$ cat config.mk
export PLATFORM = sky130hd
export DESIGN_NAME = upf_fault_ctrl
export DESIGN_NICKNAME = d
export VERILOG_FILES = /design/src/upf_pkg.sv /design/src/upf_sync_if.sv /design/src/upf_sync.sv /design/src/upf_fault_ctrl.sv
export SDC_FILE = /design/constraint.sdc
export NUM_CORES = 1
export LEC_CHECK = 0
export BUFFER_PORTS_ARGS = -buffer_cell sky130_fd_sc_hd__buf_2
export CAP_MARGIN = 30
export CORE_MARGIN = 5
export CORE_UTILIZATION = 52
export DETAILED_ROUTE_END_ITERATION = 8
export GPL_TIMING_DRIVEN = 0
export PLACE_DENSITY = 0.77
export SYNTH_ARGS = -nofsm -noshare
export SYNTH_HDL_FRONTEND = slang
export SYNTH_SLANG_ARGS = --single-unit
$ cat constraint.sdc
create_clock -name clk -period 2.2 [get_ports clk]
set_input_delay 0.22 -clock clk [delete_from_list [all_inputs] [get_ports clk]]
set_output_delay 0.22 -clock clk [all_outputs]
set_load 0.02 [all_outputs]
$ cat src/upf_pkg.sv
package upf_pkg;
    localparam int unsigned CLK_MHZ = 125;
    // Timing figures in their natural units
    localparam int unsigned T_OVP_SUPPLY_NS = 2000;
    localparam int unsigned T_OVP_DATA_NS = 200;
    localparam int unsigned T_BLANK_MS = 2;
    localparam int unsigned T_RETRY_MS = 100;
    localparam int unsigned RECOVERY_INTERVAL_MS = 8;
    localparam int unsigned T_ON_MS = 13;
    // Cycle counts; longest times round down, least times round up
    localparam int unsigned OVP_SUPPLY_CYC = T_OVP_SUPPLY_NS * CLK_MHZ / 1000;
    localparam int unsigned OVP_DATA_CYC = T_OVP_DATA_NS * CLK_MHZ / 1000;
    localparam int unsigned BLANK_CYC = T_BLANK_MS * CLK_MHZ * 1000;
    localparam int unsigned RETRY_CYC = T_RETRY_MS * CLK_MHZ * 1000;
    localparam int unsigned RECV_CYC = RECOVERY_INTERVAL_MS * CLK_MHZ * 1000;
    localparam int unsigned ON_CYC = T_ON_MS * CLK_MHZ * 1000;
    localparam int unsigned TMR_W = 24;
    localparam int unsigned SYNC_W = 7;
    // Synchronised comparator vector bit positions
    localparam int unsigned B_OV_SUP = 0;
    localparam int unsigned B_OV_DP = 1;
    localparam int unsigned B_OV_DN = 2;
    localparam int unsigned B_SHORT = 3;
    localparam int unsigned B_OC = 4;
    localparam int unsigned B_UV = 5;
    localparam int unsigned B_HOT = 6;
    localparam logic [SYNC_W-1:0] SYNC_RST = 7'h20;

    typedef enum logic [2:0] {
        ST_OFF = 3'b000,
        ST_START = 3'b001,
        ST_NORMAL = 3'b010,
        ST_BLANK = 3'b011,
        ST_RETRY = 3'b100,
        ST_RECOVER = 3'b101
    } upf_state_t;
endpackage

$ cat src/upf_sync_if.sv
`timescale 1ns/100ps
`default_nettype none
interface upf_sync_if;
    import upf_pkg::*;
    logic [SYNC_W-1:0] raw;
    logic [SYNC_W-1:0] synced;
    modport src (output raw, input synced);
    modport snk (input raw, output synced);
endinterface
`default_nettype wire

$ cat src/upf_sync.sv
`timescale 1ns/100ps
`default_nettype none
module upf_sync
    import upf_pkg::*;
(
    // Clock and reset
    input wire logic clk,
    input wire logic rst_n,
    // Comparator levels in and out
    upf_sync_if.snk sif
);
    logic [SYNC_W-1:0] meta_ff;
    logic [SYNC_W-1:0] sync_ff;
    logic [SYNC_W-1:0] nxt_meta;
    logic [SYNC_W-1:0] nxt_sync;

    // Safe reset value reads undervoltage so nothing turns on early
    always_comb begin
        nxt_meta = rst_n ? sif.raw : SYNC_RST;
        nxt_sync = rst_n ? meta_ff : SYNC_RST;
    end

    always_ff @(posedge clk) begin
        meta_ff <= nxt_meta;
        sync_ff <= nxt_sync;
    end

    assign sif.synced = sync_ff;
endmodule // upf_sync
`default_nettype wire

$ cat src/upf_fault_ctrl.sv
`timescale 1ns/100ps
`default_nettype none
// Overview of operation
// Low connector supply enters short mode, fault
// Supply back above short threshold releases fault
// Overvoltage on any pin opens every switch
// Overvoltage gone restores switches, releases fault
// Overvoltage turnoff within supply/data response times
// Overcurrent enters fault state, current limited
// Persistent overcurrent: off for retry, retry
// Current fine at retry resumes normal
// Continuing overcurrent keeps retrying with fault
// Overtemperature turns all off, fault, overrides
// Enable high: switches off, fault low
// Undervoltage: supply switch off, fault released
// Switches on only enabled, powered, fault-free; data switch stays on through short and overcurrent faults
// Normal host mode passes current, no fault
// Data switches closed when enabled, no overvoltage
// One fault output for all faults
// Overcurrent fault within blanking time
// Supply switch off at least retry time
// Fault released after recovery interval
// Fault released startup interval after enable
// Cycle timers, synchronised inputs, thermal priority
module upf_fault_ctrl
    import upf_pkg::*;
#(
    parameter int unsigned BLANK_CYCLES = BLANK_CYC,
    parameter int unsigned RETRY_CYCLES = RETRY_CYC,
    parameter int unsigned RECV_CYCLES = RECV_CYC,
    parameter int unsigned ON_CYCLES = ON_CYC
) (
    // Clock and reset
    input wire logic clk,
    input wire logic rst_n,
    // Control pin
    input wire logic enable_n,
    // Comparator results
    input wire logic ov_connector_supply,
    input wire logic ov_connector_data_pos,
    input wire logic ov_connector_data_neg,
    input wire logic connector_supply_below_short,
    input wire logic overcurrent,
    input wire logic system_supply_uvlo,
    input wire logic over_temperature,
    // Switch controls
    output logic supply_switch_on,
    output logic data_switch_on,
    output logic current_limit_on,
    output logic short_source_current,
    // Open-drain fault pin, enable low while driving low
    output logic fault_out_n_o,
    output logic fault_out_n_oe_n,
    // Status
    output logic [2:0] state_o
);
    upf_sync_if sif ();
    upf_sync u_sync (
        .clk(clk),
        .rst_n(rst_n),
        .sif(sif)
    );

    logic en_meta_ff;
    logic en_ff;
    logic nxt_en_meta;
    logic nxt_en;

    // Comparators pass two flops before any use
    assign sif.raw = {over_temperature, system_supply_uvlo, overcurrent,
                      connector_supply_below_short, ov_connector_data_neg,
                      ov_connector_data_pos, ov_connector_supply};

    always_comb begin
        nxt_en_meta = rst_n ? enable_n : 1'b1;
        nxt_en = rst_n ? en_meta_ff : 1'b1;
    end

    always_ff @(posedge clk) begin
        en_meta_ff <= nxt_en_meta;
        en_ff <= nxt_en;
    end

    logic ov_sup;
    logic ov_data;
    logic ov_any;
    logic short_c;
    logic oc;
    logic uv;
    logic hot;
    logic enabled;
    assign ov_sup = sif.synced[B_OV_SUP];
    assign ov_data = sif.synced[B_OV_DP] | sif.synced[B_OV_DN];
    assign ov_any = ov_sup | ov_data;
    assign short_c = sif.synced[B_SHORT];
    assign oc = sif.synced[B_OC];
    assign uv = sif.synced[B_UV];
    assign hot = sif.synced[B_HOT];
    assign enabled = ~en_ff;

    function automatic logic tmr_done(input logic [TMR_W-1:0] t,
                                      input int unsigned lim);
        tmr_done = (t >= TMR_W'(lim - 1));
    endfunction

    upf_state_t state_ff;
    upf_state_t nxt_state;
    logic [TMR_W-1:0] tmr_ff;
    logic [TMR_W-1:0] nxt_tmr;

    // Overvoltage and thermal are not sequenced states: they gate the
    // switches directly so the turnoff path is one flop long.
    always_comb begin
        nxt_state = state_ff;
        nxt_tmr = tmr_ff + TMR_W'(1);
        if (!rst_n) begin
            nxt_state = ST_OFF;
            nxt_tmr = '0;
        end else if (hot || !enabled || uv) begin
            // Leaving via off restarts the enable-on sequence
            nxt_state = ST_OFF;
            nxt_tmr = '0;
        end else begin
            unique case (state_ff)
                ST_OFF: begin
                    nxt_state = ST_START;
                    nxt_tmr = '0;
                end
                ST_START: begin
                    if (tmr_done(tmr_ff, ON_CYCLES)) begin
                        nxt_state = ST_NORMAL;
                        nxt_tmr = '0;
                    end
                end
                ST_NORMAL: begin
                    nxt_tmr = '0;
                    if (oc && !ov_any) begin
                        nxt_state = ST_BLANK;
                    end
                end
                ST_BLANK: begin
                    if (!oc) begin
                        nxt_state = ST_NORMAL;
                        nxt_tmr = '0;
                    end else if (tmr_done(tmr_ff, BLANK_CYCLES)) begin
                        nxt_state = ST_RETRY;
                        nxt_tmr = '0;
                    end
                end
                ST_RETRY: begin
                    if (tmr_done(tmr_ff, RETRY_CYCLES)) begin
                        nxt_state = ST_RECOVER;
                        nxt_tmr = '0;
                    end
                end
                ST_RECOVER: begin
                    if (oc) begin
                        // Load still bad: blank again, then off
                        nxt_state = ST_BLANK;
                        nxt_tmr = '0;
                    end else if (tmr_done(tmr_ff, RECV_CYCLES)) begin
                        nxt_state = ST_NORMAL;
                        nxt_tmr = '0;
                    end
                end
                default: begin
                    nxt_state = ST_OFF;
                    nxt_tmr = '0;
                end
            endcase
        end
    end

    always_ff @(posedge clk) begin
        state_ff <= nxt_state;
        tmr_ff <= nxt_tmr;
    end

    logic sup_ff;
    logic dat_ff;
    logic lim_ff;
    logic shrt_ff;
    logic flt_ff;
    logic hiz_ff;
    logic nxt_sup;
    logic nxt_dat;
    logic nxt_lim;
    logic nxt_shrt;
    logic nxt_flt;
    logic nxt_hiz;
    logic run;

    always_comb begin
        run = (state_ff != ST_OFF) && (state_ff != ST_RETRY);
        nxt_sup = 1'b0;
        nxt_dat = 1'b0;
        nxt_lim = 1'b0;
        nxt_shrt = 1'b0;
        nxt_flt = 1'b1;
        nxt_hiz = 1'b0;
        if (!rst_n) begin
            nxt_flt = 1'b0;
            nxt_hiz = 1'b1;
        end else if (hot) begin
            nxt_flt = 1'b1;
        end else if (uv) begin
            nxt_hiz = 1'b1;
        end else if (!enabled) begin
            nxt_flt = 1'b1;
        end else if (ov_any) begin
            nxt_flt = 1'b1;
        end else begin
            // Supply switch follows state, data switch held on; release only after timers
            nxt_sup = run && !(state_ff == ST_BLANK && tmr_done(tmr_ff,
                      BLANK_CYCLES));
            nxt_dat = 1'b1;
            nxt_lim = (state_ff == ST_BLANK) || (state_ff == ST_RECOVER);
            nxt_shrt = short_c && run;
            nxt_flt = (state_ff != ST_NORMAL) || short_c;
            nxt_hiz = !nxt_flt;
        end
    end

    always_ff @(posedge clk) begin
        sup_ff <= nxt_sup;
        dat_ff <= nxt_dat;
        lim_ff <= nxt_lim;
        shrt_ff <= nxt_shrt;
        flt_ff <= nxt_flt;
        hiz_ff <= nxt_hiz;
    end

    assign supply_switch_on = sup_ff;
    assign data_switch_on = dat_ff;
    assign current_limit_on = lim_ff;
    assign short_source_current = shrt_ff;
    assign fault_out_n_o = 1'b0;
    assign fault_out_n_oe_n = hiz_ff || !flt_ff;
    assign state_o = state_ff;

    // Sequencer free to act: enabled, powered and cool
    logic live;
    assign live = enabled && !uv && !hot;

    // Input-to-output latency is three edges: two sync, one output flop
    a_ovp_turnoff: assert property (
        @(posedge clk) disable iff (!rst_n)
        (sif.synced[B_OV_SUP] && !sif.synced[B_UV]) |=>
        !supply_switch_on && !data_switch_on)
        else $error("switch not off after overvoltage");

    a_ovp_fault: assert property (
        @(posedge clk) disable iff (!rst_n)
        (ov_data && !uv) |=> !fault_out_n_oe_n)
        else $error("fault not driven on data overvoltage");

    a_hot_off: assert property (
        @(posedge clk) disable iff (!rst_n)
        hot |=> (!supply_switch_on && !data_switch_on && !fault_out_n_oe_n))
        else $error("thermal shutdown not honoured");

    a_uv_hiz: assert property (
        @(posedge clk) disable iff (!rst_n)
        (uv && !hot) |=> (fault_out_n_oe_n && !supply_switch_on))
        else $error("undervoltage output wrong");

    a_dis_off: assert property (
        @(posedge clk) disable iff (!rst_n)
        (en_ff && !uv) |=> (!data_switch_on && !fault_out_n_oe_n))
        else $error("disabled device not off");

    a_short_flt: assert property (
        @(posedge clk) disable iff (!rst_n)
        (short_c && enabled && !uv && !hot) |=> !fault_out_n_oe_n)
        else $error("short without fault");

    a_retry_off: assert property (
        @(posedge clk) disable iff (!rst_n)
        (state_ff == ST_RETRY && $past(state_ff) == ST_BLANK) |->
        !supply_switch_on ##1 (!supply_switch_on)[*8])
        else $error("supply back on too early in retry");

    a_blank_bound: assert property (
        @(posedge clk) disable iff (!rst_n)
        (state_ff == ST_BLANK) |-> tmr_ff < TMR_W'(BLANK_CYCLES))
        else $error("blanking overran");

    a_normal_rel: assert property (
        @(posedge clk) disable iff (!rst_n)
        (state_ff == ST_NORMAL && !short_c && !ov_any && !hot && !uv &&
         enabled) |=> (fault_out_n_oe_n && supply_switch_on))
        else $error("normal mode not clean");

    a_data_on: assert property (
        @(posedge clk) disable iff (!rst_n)
        (live && !ov_any) |=> data_switch_on)
        else $error("data switches not closed");

    a_ovp_restore: assert property (
        @(posedge clk) disable iff (!rst_n)
        ($fell(ov_any) && live && state_ff == ST_NORMAL) |=>
        (data_switch_on && supply_switch_on))
        else $error("switches not restored after overvoltage");

    a_short_src: assert property (
        @(posedge clk) disable iff (!rst_n)
        (short_c && run && live && !ov_any) |=> short_source_current)
        else $error("short current not sourced");

    a_oc_enter: assert property (
        @(posedge clk) disable iff (!rst_n)
        (state_ff == ST_NORMAL && oc && live && !ov_any) |=>
        (state_ff == ST_BLANK))
        else $error("overcurrent not taken");

    a_blank_fault: assert property (
        @(posedge clk) disable iff (!rst_n)
        (state_ff == ST_BLANK && oc && live &&
         tmr_ff == TMR_W'(BLANK_CYCLES - 1)) |=>
        (state_ff == ST_RETRY && !supply_switch_on && !fault_out_n_oe_n))
        else $error("blanking end did not shut off");

    a_retry_end: assert property (
        @(posedge clk) disable iff (!rst_n)
        (state_ff == ST_RETRY && live &&
         tmr_ff == TMR_W'(RETRY_CYCLES - 1)) |=> (state_ff == ST_RECOVER))
        else $error("retry interval not ended");

    a_recover_on: assert property (
        @(posedge clk) disable iff (!rst_n)
        (state_ff == ST_RECOVER && live && !ov_any) |=> supply_switch_on)
        else $error("supply not retried");

    a_recover_flt: assert property (
        @(posedge clk) disable iff (!rst_n)
        (state_ff == ST_RECOVER && !uv) |=> !fault_out_n_oe_n)
        else $error("fault released before recovery end");

    a_recover_end: assert property (
        @(posedge clk) disable iff (!rst_n)
        (state_ff == ST_RECOVER && !oc && live &&
         tmr_ff == TMR_W'(RECV_CYCLES - 1)) |=> (state_ff == ST_NORMAL))
        else $error("recovery did not resume normal");

    a_retry_again: assert property (
        @(posedge clk) disable iff (!rst_n)
        (state_ff == ST_RECOVER && oc && live) |=> (state_ff == ST_BLANK))
        else $error("persistent overcurrent not retried");

    a_start_flt: assert property (
        @(posedge clk) disable iff (!rst_n)
        (state_ff == ST_START && !uv) |=> !fault_out_n_oe_n)
        else $error("fault released during startup");

    a_on_gate: assert property (
        @(posedge clk) disable iff (!rst_n)
        supply_switch_on |-> $past(live && !ov_any))
        else $error("supply on while not allowed");
endmodule // upf_fault_ctrl
`default_nettype wire

Word level (Yosys, flattened, before mapping)
Index checks and enable logic that the tools add are counted.
- add/subtract/negate cells: 1
- magnitude comparators: 4
- equal/unequal tests: 12
- mux-type cells: 24
- bitwise logic cells: 3
- reduce and logical (&&, ||, !) cells: 20
- operator list (operator ; number):
    $mux W24 ; 6
    $pmux W24 S4 ; 1
    $add A24 B1 Y24 const B ; 1
    $ge A24 B18 Y1 const B ; 1
    $ge A24 B20 Y1 const B ; 1
    $ge A24 B21 Y1 const B ; 1
    $ge A24 B24 Y1 const B ; 1
    $mux W3 ; 7
    $pmux W3 S6 ; 1
    $mux W1 ; 9
    $eq A3 B2 Y1 const B ; 2
    $eq A3 B3 Y1 const B ; 2
    $ne A2 B2 Y1 const B ; 3
    $ne A3 B2 Y1 const B ; 2
    $ne A3 B3 Y1 const B ; 2
    $logic_and A1 B1 Y1 ; 5
    $logic_or A1 B1 Y1 ; 5
    $reduce_and A5 Y1 ; 1
    $reduce_or A5 Y1 ; 1
    $logic_not A1 Y1 ; 4
    $reduce_or A4 Y1 ; 1
    $eq A3 B1 Y1 const B ; 1
    $logic_not A3 Y1 ; 1
    $reduce_bool A3 Y1 ; 1
    3 further kinds ; 4
- register bits: 49
- input bits: 10
- output and inout port bits: 9
- word-level logic and storage cells: 76

Depth between registers and ports, before layout
Gate-level depths: netlist (run 1).
- depth in word-level cells: 7
- mapped depth: 8
- depth with buffers taken out: 7

Hierarchy
A second synthesis (run 1) with hierarchy kept.
- cells, all modules: 250
- area, all modules: 2193.4 um^2
- modules (own cells, without submodules) (module ; instances ; cells an instance ; area an instance (um^2)):
    upf_fault_ctrl ; 1 ; 221 ; 1804.2
    upf_sync ; 1 ; 29 ; 389.1

Worst setup path after synthesis (run 1)
OpenSTA, ideal clock, no wires.
- path type: flip-flop to flip-flop
- start: register tmr_ff[10]
- end: register tmr_ff[23]
- setup time: 0.058 ns
- arrival time: 2.102 ns
- data required time: 2.142 ns
- slack: 0.040 ns
- cell stages (with the launch flop): 9
- buffers on the path: 2
- clock period less this slack: 2.160 ns
- cells stage by stage: dfxtp_1 -> buf_6 -> or4_1 -> o211ai_1 -> a31oi_1 -> o41ai_4 -> o31ai_2 -> buf_6 -> o21ba_1
- longest elaborated chain between the ends: 4
- ends and longest elaborated chain (item ; RTL line ; RTL):
    start: declaration ; upf_fault_ctrl.sv:108 ; logic [TMR_W-1:0] tmr_ff;
    start signal: assignment ; upf_fault_ctrl.sv:176 ; tmr_ff <= nxt_tmr;
    $add A24 B1 Y24, or another cell as far along ; upf_fault_ctrl.sv:115 ; nxt_tmr = tmr_ff + TMR_W'(1);
    $mux W24 (on tied branches) ; upf_fault_ctrl.sv:161, upf_fault_ctrl.sv:145 ;
    $mux W24 (on tied branches) ; upf_fault_ctrl.sv:157, upf_fault_ctrl.sv:142 ;
    $pmux W24 S4 * ; upf_fault_ctrl.sv:124 ; unique case (state_ff)
Mark *: on every way between the ends. The rest lies on a longest branch, timed or not.
A chain may end at the register's enable or synchronous reset.

Worst setup path after layout (run 1)
- start: register tmr_ff[9]
- end: register tmr_ff[23]
Same word-level chain as after synthesis.

==> summary.txt, run 1 <==
Critical path
  • Worst EP arrival: 2470 ps
  • Crit path kind: register to register
  • Startpoint types: register
  • Worst EP required: ~2500 ps
  • Setup crit end kind: register
  • Crit path max fanout: 5

Timing
  • Final Slew Violations: 0
  • Worst-Margin Slew: around 930 ps
  • Setup TNS: -2.80 ps
  • Worst Slack Setup Final: -2.80 ps
  • Final Hold Vio Count: 0
  • Crit path time final: between 2000 and 2500 ps
  • Final hold slack: between 80 and 90 ps
  • Number of setup violations in the final report: 1
  • Period utilization: 1.00
  • Max Fclk: between 400 and 500 MHz
  • Max_slew headroom: 0.369
  • Skew final: 7.87 ps
  • RSZ-0062 raised after global routing: yes

Synth
  • FF+latch count, synth: 49
  • Post-synth EDFFs: 0
  • Ys async rst share: 0
  • Cell taking the most area after synthesis: dfxtp_1
  • Synth Flop Type: dfxtp_1
  • Count leader, synth: dfxtp_1
  • Synth top area share: 0.450
  • Syn Nets: 260
  • Area contributors post-synth: dfxtp_1, nor2_1, xnor2_1, and2_1, xor2_1
  • Post-synth cell types: 46
  • Ys Warns: 0
  • Synth Area per Inst: 8.75 um^2
  • Top cells by count, synth: dfxtp_1, nor2_1, nand2_1, nor3_1, and2_1
  • Post-synthesis sequential area ratio: 0.450
  • Mapped cell area: 2180 um^2
  • Syn Inst Count: about 250

Place
  • HPWL after detailed placement: about 3.0 mm
  • Placed instance area: 2330 um^2
  • PortBufs: 17
  • Routability cong.: between 0.7 and 0.8

Clock tree
  • CTS Hold Bufs: 0
  • CTS tree: built
  • Worst-Skew Late Latency: slightly above 300 ps
  • TritonCTS Sinks: 49
  • Worst-path clk slew: about 100 ps
  • Clock Root Buffer: clkbuf_8
  • Num CTS Buffers: 5
  • Clock Path Buffers: 2
  • H-tree lvl count: 2

Route
  • Vias/cell: between 5 and 6
  • Drt first pass iters: 5
  • Antenna-violating nets left: 0
  • DR vias: around 1,800
  • Detailed router's first-iteration violation count: between 100 and 150
  • Wire length per cell: between 10 and 15 um
  • # DRC: 0
  • Final WL: 4.40 mm

Finish
  • Fraction of layout cells with a size suffix above 1: 0.208
  • Layout Nets: approximately 280
  • Antenna diodes: 0
  • Finished Cell Area: ~2500 um^2
  • Synthesis-to-finish area growth: 16.9%

Power and ir drop
  • Sw Ratio: 0.237
  • Leak: 0.914 nW
  • Psw: around 0.00036 W
  • Worst vdd ir: about 0.37 mV
  • Comb power frac: 0.022
  • Internal power: roughly 0.0012 W
  • Clock power share: 0.381
  • Total power: ~0.0015 W
  • Reg power frac: 0.597
  • PwrDens: just under 600 nW/um^2

Outcome
  • Status: complete, but fails checks
  • Failing checks: negative setup slack

Die
  • Die W: about 75 um
  • Die Span Y: roughly 75 um
  • Core area: just over 4000 um^2
  • Io pins: 19
  • Cell Rows: 23
  • Full die area: around 5600 um^2
  • Initial Utilization: 0.541

Global routing
  • Vias in the first global route: 1,537
  • Global-route usage over all layers: 0.163
  • Gr ovfl total: 0
  • First-pass GRT wire length: approximately 7.0 mm
  • Initial antenna violation count: 0
  • Largest net degree at the start of global routing: 19

Run
  • Max-Cap Viols: 0

Hold path
  • Worst Hold Class: input port to register
[placed cells by master (no fill, tap or decap), types with 6 or more instances in the layout]
cell type / Yosys / final
nor3_1: 16 / 13
and2_1: 15 / 15
xnor2_1: 11 / 11
buf_2: 1 / 18
xor2_1: 10 / 10
nor2_1: 34 / 34
nand2b_1: 6 / 6
nand2_1: 17 / 17
buf_4: 1 / 10
dfxtp_1: 49 / 44
nand3_1: 12 / 12
[power by group through the flow]
stage,registers (W),clock network [W],logic (W)
2_1_floorplan,0.000927,0,0.0000218
3_3_place_gp,0.000928,0,0.0000329
3_5_place_dp,0.000928,0,0.0000335
4_1_cts,0.000908,0.000589,0.0000333
5_1_grt,0.000908,0.000623,0.0000385
6_report,0.000905,0.000578,0.0000333
[final cells by class]
class | count | area, um^2
multi-input cells | 179 | 1180
clock inverters | 3 | 28.8
repair buffers | 26 | 150
inverters | 5 | 18.8
flip-flops and latches | 49 | 992
well taps | 50 | 62.6
fillers | 352 | 1480
clock buffers | 5 | 68.8
plain buffers | 7 | 41.3
[sequential cells by signal, indices dropped and copies added (netlist names), 3 cells and up]
signal,flops
u_sync.sif.synced,7
state_o,3
u_sync.meta_ff,7
tmr_ff,24
[metrics by stage]
stage                util  std cells  worst slack [ps]
finish              0.632        324             -2.80
global route        0.632        324             -56.9
CTS                 0.607        322              1.44
detailed placement  0.577        316              -168
global placement    0.577        316              -127
floorplan               -        249              39.5
[worst max-delay path, stage by stage, from the launching register on]
cell	delay, ps
dfxtp_4	370
or4_1	510
o211ai_1	250
a31oi_2	100
o41ai_4	420
o31ai_4	110
buf_6	200
o21ba_4	200
[layer usage]
| layer | global-route usage | vias up | wire length (um) |
|---|---|---|---|
| met3 | 0.0387 | 15 | 292 |
| met5 | 0 | - | 0 |
| li1 | - | 900 | - |
| met4 | 0.0751 | 0 | 114 |
| met2 | 0.246 | 66 | 2010 |
| met1 | 0.220 | 828 | 1980 |
[repair_timing]
action,in CTS,in global routing
buffers inserted,2,6
setup endpoints to repair,24,26
cloned,0,1
pin swaps,1,4
endpoints found under the hold margin,0,0
resized for setup,4,18
[logic make-up (layout without fill, tap and decap cells)]
family	Yosys count	count (layout)	share of synthesized area
AOI/OAI and AO/OA	26	26	0.0971
and+or+nand+nor	129	129	0.311
buffers and inverters	21	46	0.0454
muxes	1	1	0.00460
DFF	49	49	0.450
xor gates and xnor gates	21	21	0.0844
other	1	1	0.00172
adders and majority gates	1	1	0.00574
[path summary, 6_finish.rpt]
| check | startpoint | endpoint | slack (ps) | cells past startpoint |
|---|---|---|---|---|
| worst min register to register | en_meta_ff | en_ff | 420 | 1 |
| worst min-delay path | system_supply_uvlo | u_sync.meta_ff[5] | 80 | 2 |
| worst max register to register | tmr_ff[9] | tmr_ff[23] | -3 | 7 |
| worst max-delay path | tmr_ff[9] | tmr_ff[23] | -3 | 7 |
No activity file was read; power rests on OpenSTA's default activity.
==> run 2, diff against run 1 <==
--- a/config.mk
+++ b/config.mk
@@ -7,11 +7,14 @@
 export LEC_CHECK = 0
 export BUFFER_PORTS_ARGS = -buffer_cell sky130_fd_sc_hd__buf_2
 export CAP_MARGIN = 30
+export CORE_ASPECT_RATIO = 1.1
 export CORE_MARGIN = 5
 export CORE_UTILIZATION = 52
 export DETAILED_ROUTE_END_ITERATION = 8
+export GPL_ROUTABILITY_DRIVEN = 0
 export GPL_TIMING_DRIVEN = 0
 export PLACE_DENSITY = 0.77
+export SKIP_CTS_REPAIR_TIMING = 1
 export SYNTH_ARGS = -nofsm -noshare
 export SYNTH_HDL_FRONTEND = slang
 export SYNTH_SLANG_ARGS = --single-unit
==> run 2 against run 1 <==
  * The flow still finishes with violations (negative setup slack)
  * Sequential power is essentially flat
  * Core utilization grew 0.45 points
  * Maximum frequency shrank 0.18%
  * Global-route usage shrank 0.86 points
  * Non-clock buffer count shrank 1
  * Total power shrank 1.6%
  * Combinational power grew 2%
  * Critical path type unchanged
  * Critical endpoint unchanged
  * Largest power group unchanged
  * Highest routed layer unchanged
==> summary.txt, run 2 (same netlist as run 1, synthesis figures left out) <==
Place
  • HPWL after detailed placement: about 2.9 mm
  • PortBufs: 17
  • Dpl ws: -169 ps
  • Placed instance area: 2330 um^2

Route
  • DR vias: roughly 1,800
  • Final WL: ~4.6 mm
  • Vias/cell: around 5.5
  • Wire length per cell: between 10 and 15 um
  • Detailed router's first-iteration violation count: between 150 and 200
  • # DRC: 0
  • Drt first pass iters: 4
  • Antenna-violating nets left: 0

Timing
  • Max_slew headroom: 0.349
  • Max Fclk: 453 MHz
  • Final hold slack: 86.2 ps
  • RSZ-0062 raised after global routing: yes
  • Period utilization: 1.00
  • Setup TNS: -6.67 ps
  • Worst-Margin Slew: 963 ps
  • Final Slew Violations: 0
  • Final Hold Vio Count: 0
  • Number of setup violations in the final report: 1
  • Worst Slack Setup Final: -6.67 ps
  • Crit path time final: approximately 2200 ps
  • Skew final: about 7 ps

Global routing
  • Largest net degree at the start of global routing: 18
  • Gr ovfl total: 0
  • First-pass GRT wire length: 6.98 mm
  • Vias in the first global route: around 1,600
  • Global-route usage over all layers: 0.154
  • Initial antenna violation count: 0

Finish
  • Layout Nets: ~280
  • Finished Cell Area: approximately 2600 um^2
  • Most flops, register: tmr_ff
  • Fill cells: 330
  • Max FFs per register: 24
  • Commonest non-fill, non-tap cell in the layout: dfxtp_1
  • Most frequent cells in the layout: dfxtp_1, nor2_1, buf_2
  • Synthesis-to-finish area growth: 17.6%
  • Antenna diodes: 0
  • Fraction of layout cells with a size suffix above 1: 0.238

Critical path
  • Setup crit end kind: register
  • Crit path max fanout: 6
  • Worst EP required: between 2000 and 2500 ps
  • Worst EP arrival: 2460 ps
  • Crit path kind: register to register
  • Slowest-stage cell, CP: or4_4
  • Reg2reg path depth: 7
  • R2r setup slk: -7 ps
  • Reg2Reg Capture Point: tmr_ff[23]
  • Worst path bufs/invs: 1
  • Worst setup path startpoint: tmr_ff[23]
  • Crit path cell chain: or3_1 -> or4_4 -> nor3_4 -> o2bb2ai_4 -> o31ai_4 -> buf_6 -> o21ba_1
  • CP peak stage delay: 470 ps
  • Startpoint types: register
  • Reg-to-reg critical path startpoint: tmr_ff[23]
  • Crit path max-delay family: simple AND/OR/NAND/NOR gates

Die
  • Die W: between 70 and 80 um
  • Cell Rows: 24
  • Full die area: between 5000 and 6000 um^2
  • Die Span Y: ~80 um
  • Core area: between 4000 and 5000 um^2
  • Io pins: 19
  • Initial Utilization: 0.541

Hold path
  • Hold depth: 2
  • Worst Hold Class: input port to register
  • Worst Hold End: en_meta_ff
  • Hold Path Origin: enable_n

Power and ir drop
  • PwrDens: around 580 nW/um^2
  • Total power: 0.00149 W
  • Worst vdd ir: 0.439 mV
  • Leak: around 0.90 nW

Clock tree
  • Num CTS Buffers: 5
  • CTS tree: built
  • Clock Path Buffers: 2
  • H-tree lvl count: 2
  • Clock Root Buffer: clkbuf_8
  • Worst-path clk slew: around 100 ps
  • Worst-Skew Late Latency: ~310 ps
  • TritonCTS Sinks: between 40 and 50

Run
  • Max-Cap Viols: 0

Outcome
  • Failing checks: negative setup slack
  • Status: complete, but fails checks
## run 2: changes by cell type in the layout (fill, tap and decap cells not counted), sizes merged
cell,delta
buf,-1
inv,-1
clkinvlp,+1
## run 2: per-layer routing
layer	track usage	up-vias	wire length (um)
met2	0.241	53	2170
met3	0.0375	17	278
met5	0	-	0
met1	0.200	826	2010
li1	-	905	-
met4	0.0695	0	144
## run 2: layout make-up
| cell class | instances | area [um^2] | share of cell area |
|---|---|---|---|
| multi-input cells | 179 | 1200 | 0.468 |
| flip-flops and latches | 49 | 997 | 0.389 |
| repair buffers | 25 | 143 | 0.0557 |
| clock buffers | 5 | 68.8 | 0.0269 |
| well taps | 52 | 65.1 | 0.0254 |
| plain buffers | 7 | 45.0 | 0.0176 |
| clock inverters | 3 | 25.0 | 0.00977 |
| inverters | 5 | 18.8 | 0.00733 |
## run 2: through the flow
stage	std cells	utilization
after floorplan	249	-
final	325	0.637
after global routing	325	0.637
after global placement	318	0.579
after detailed placement	318	0.579
after CTS	326	0.602
## run 2: how the worst max path moves through the flow
stage                 endpoint  slack, ps  depth (start not counted)
finish              tmr_ff[23]         -7                          7
CTS                  tmr_ff[2]       -200                          8
detailed placement   tmr_ff[2]       -170                          8
global route        tmr_ff[23]       -120                          8
global placement    tmr_ff[23]       -120                          8
floorplan           tmr_ff[23]         40                          8
## run 2: report_power, final
| part | total, W | internal [W] | switching, W | leakage [nW] |
|---|---|---|---|---|
| logic | 0.0000339 | 0.0000183 | 0.0000156 | 0.449 |
| registers | 0.000905 | 0.000899 | 0.00000587 | 0.404 |
| clock network | 0.000553 | 0.000232 | 0.000321 | 0.0452 |
| total | 0.00149 | 0.00115 | 0.000342 | 0.898 |
## run 2: worst reg2reg max path, delay by kind of cell, from the launching register on
family | cells | cell delay (ps)
AOI/OAI and AO/OA | 3 | 520
DFF | 1 | 360
buffers and inverters | 1 | 200
and+or+nand+nor | 3 | 1070
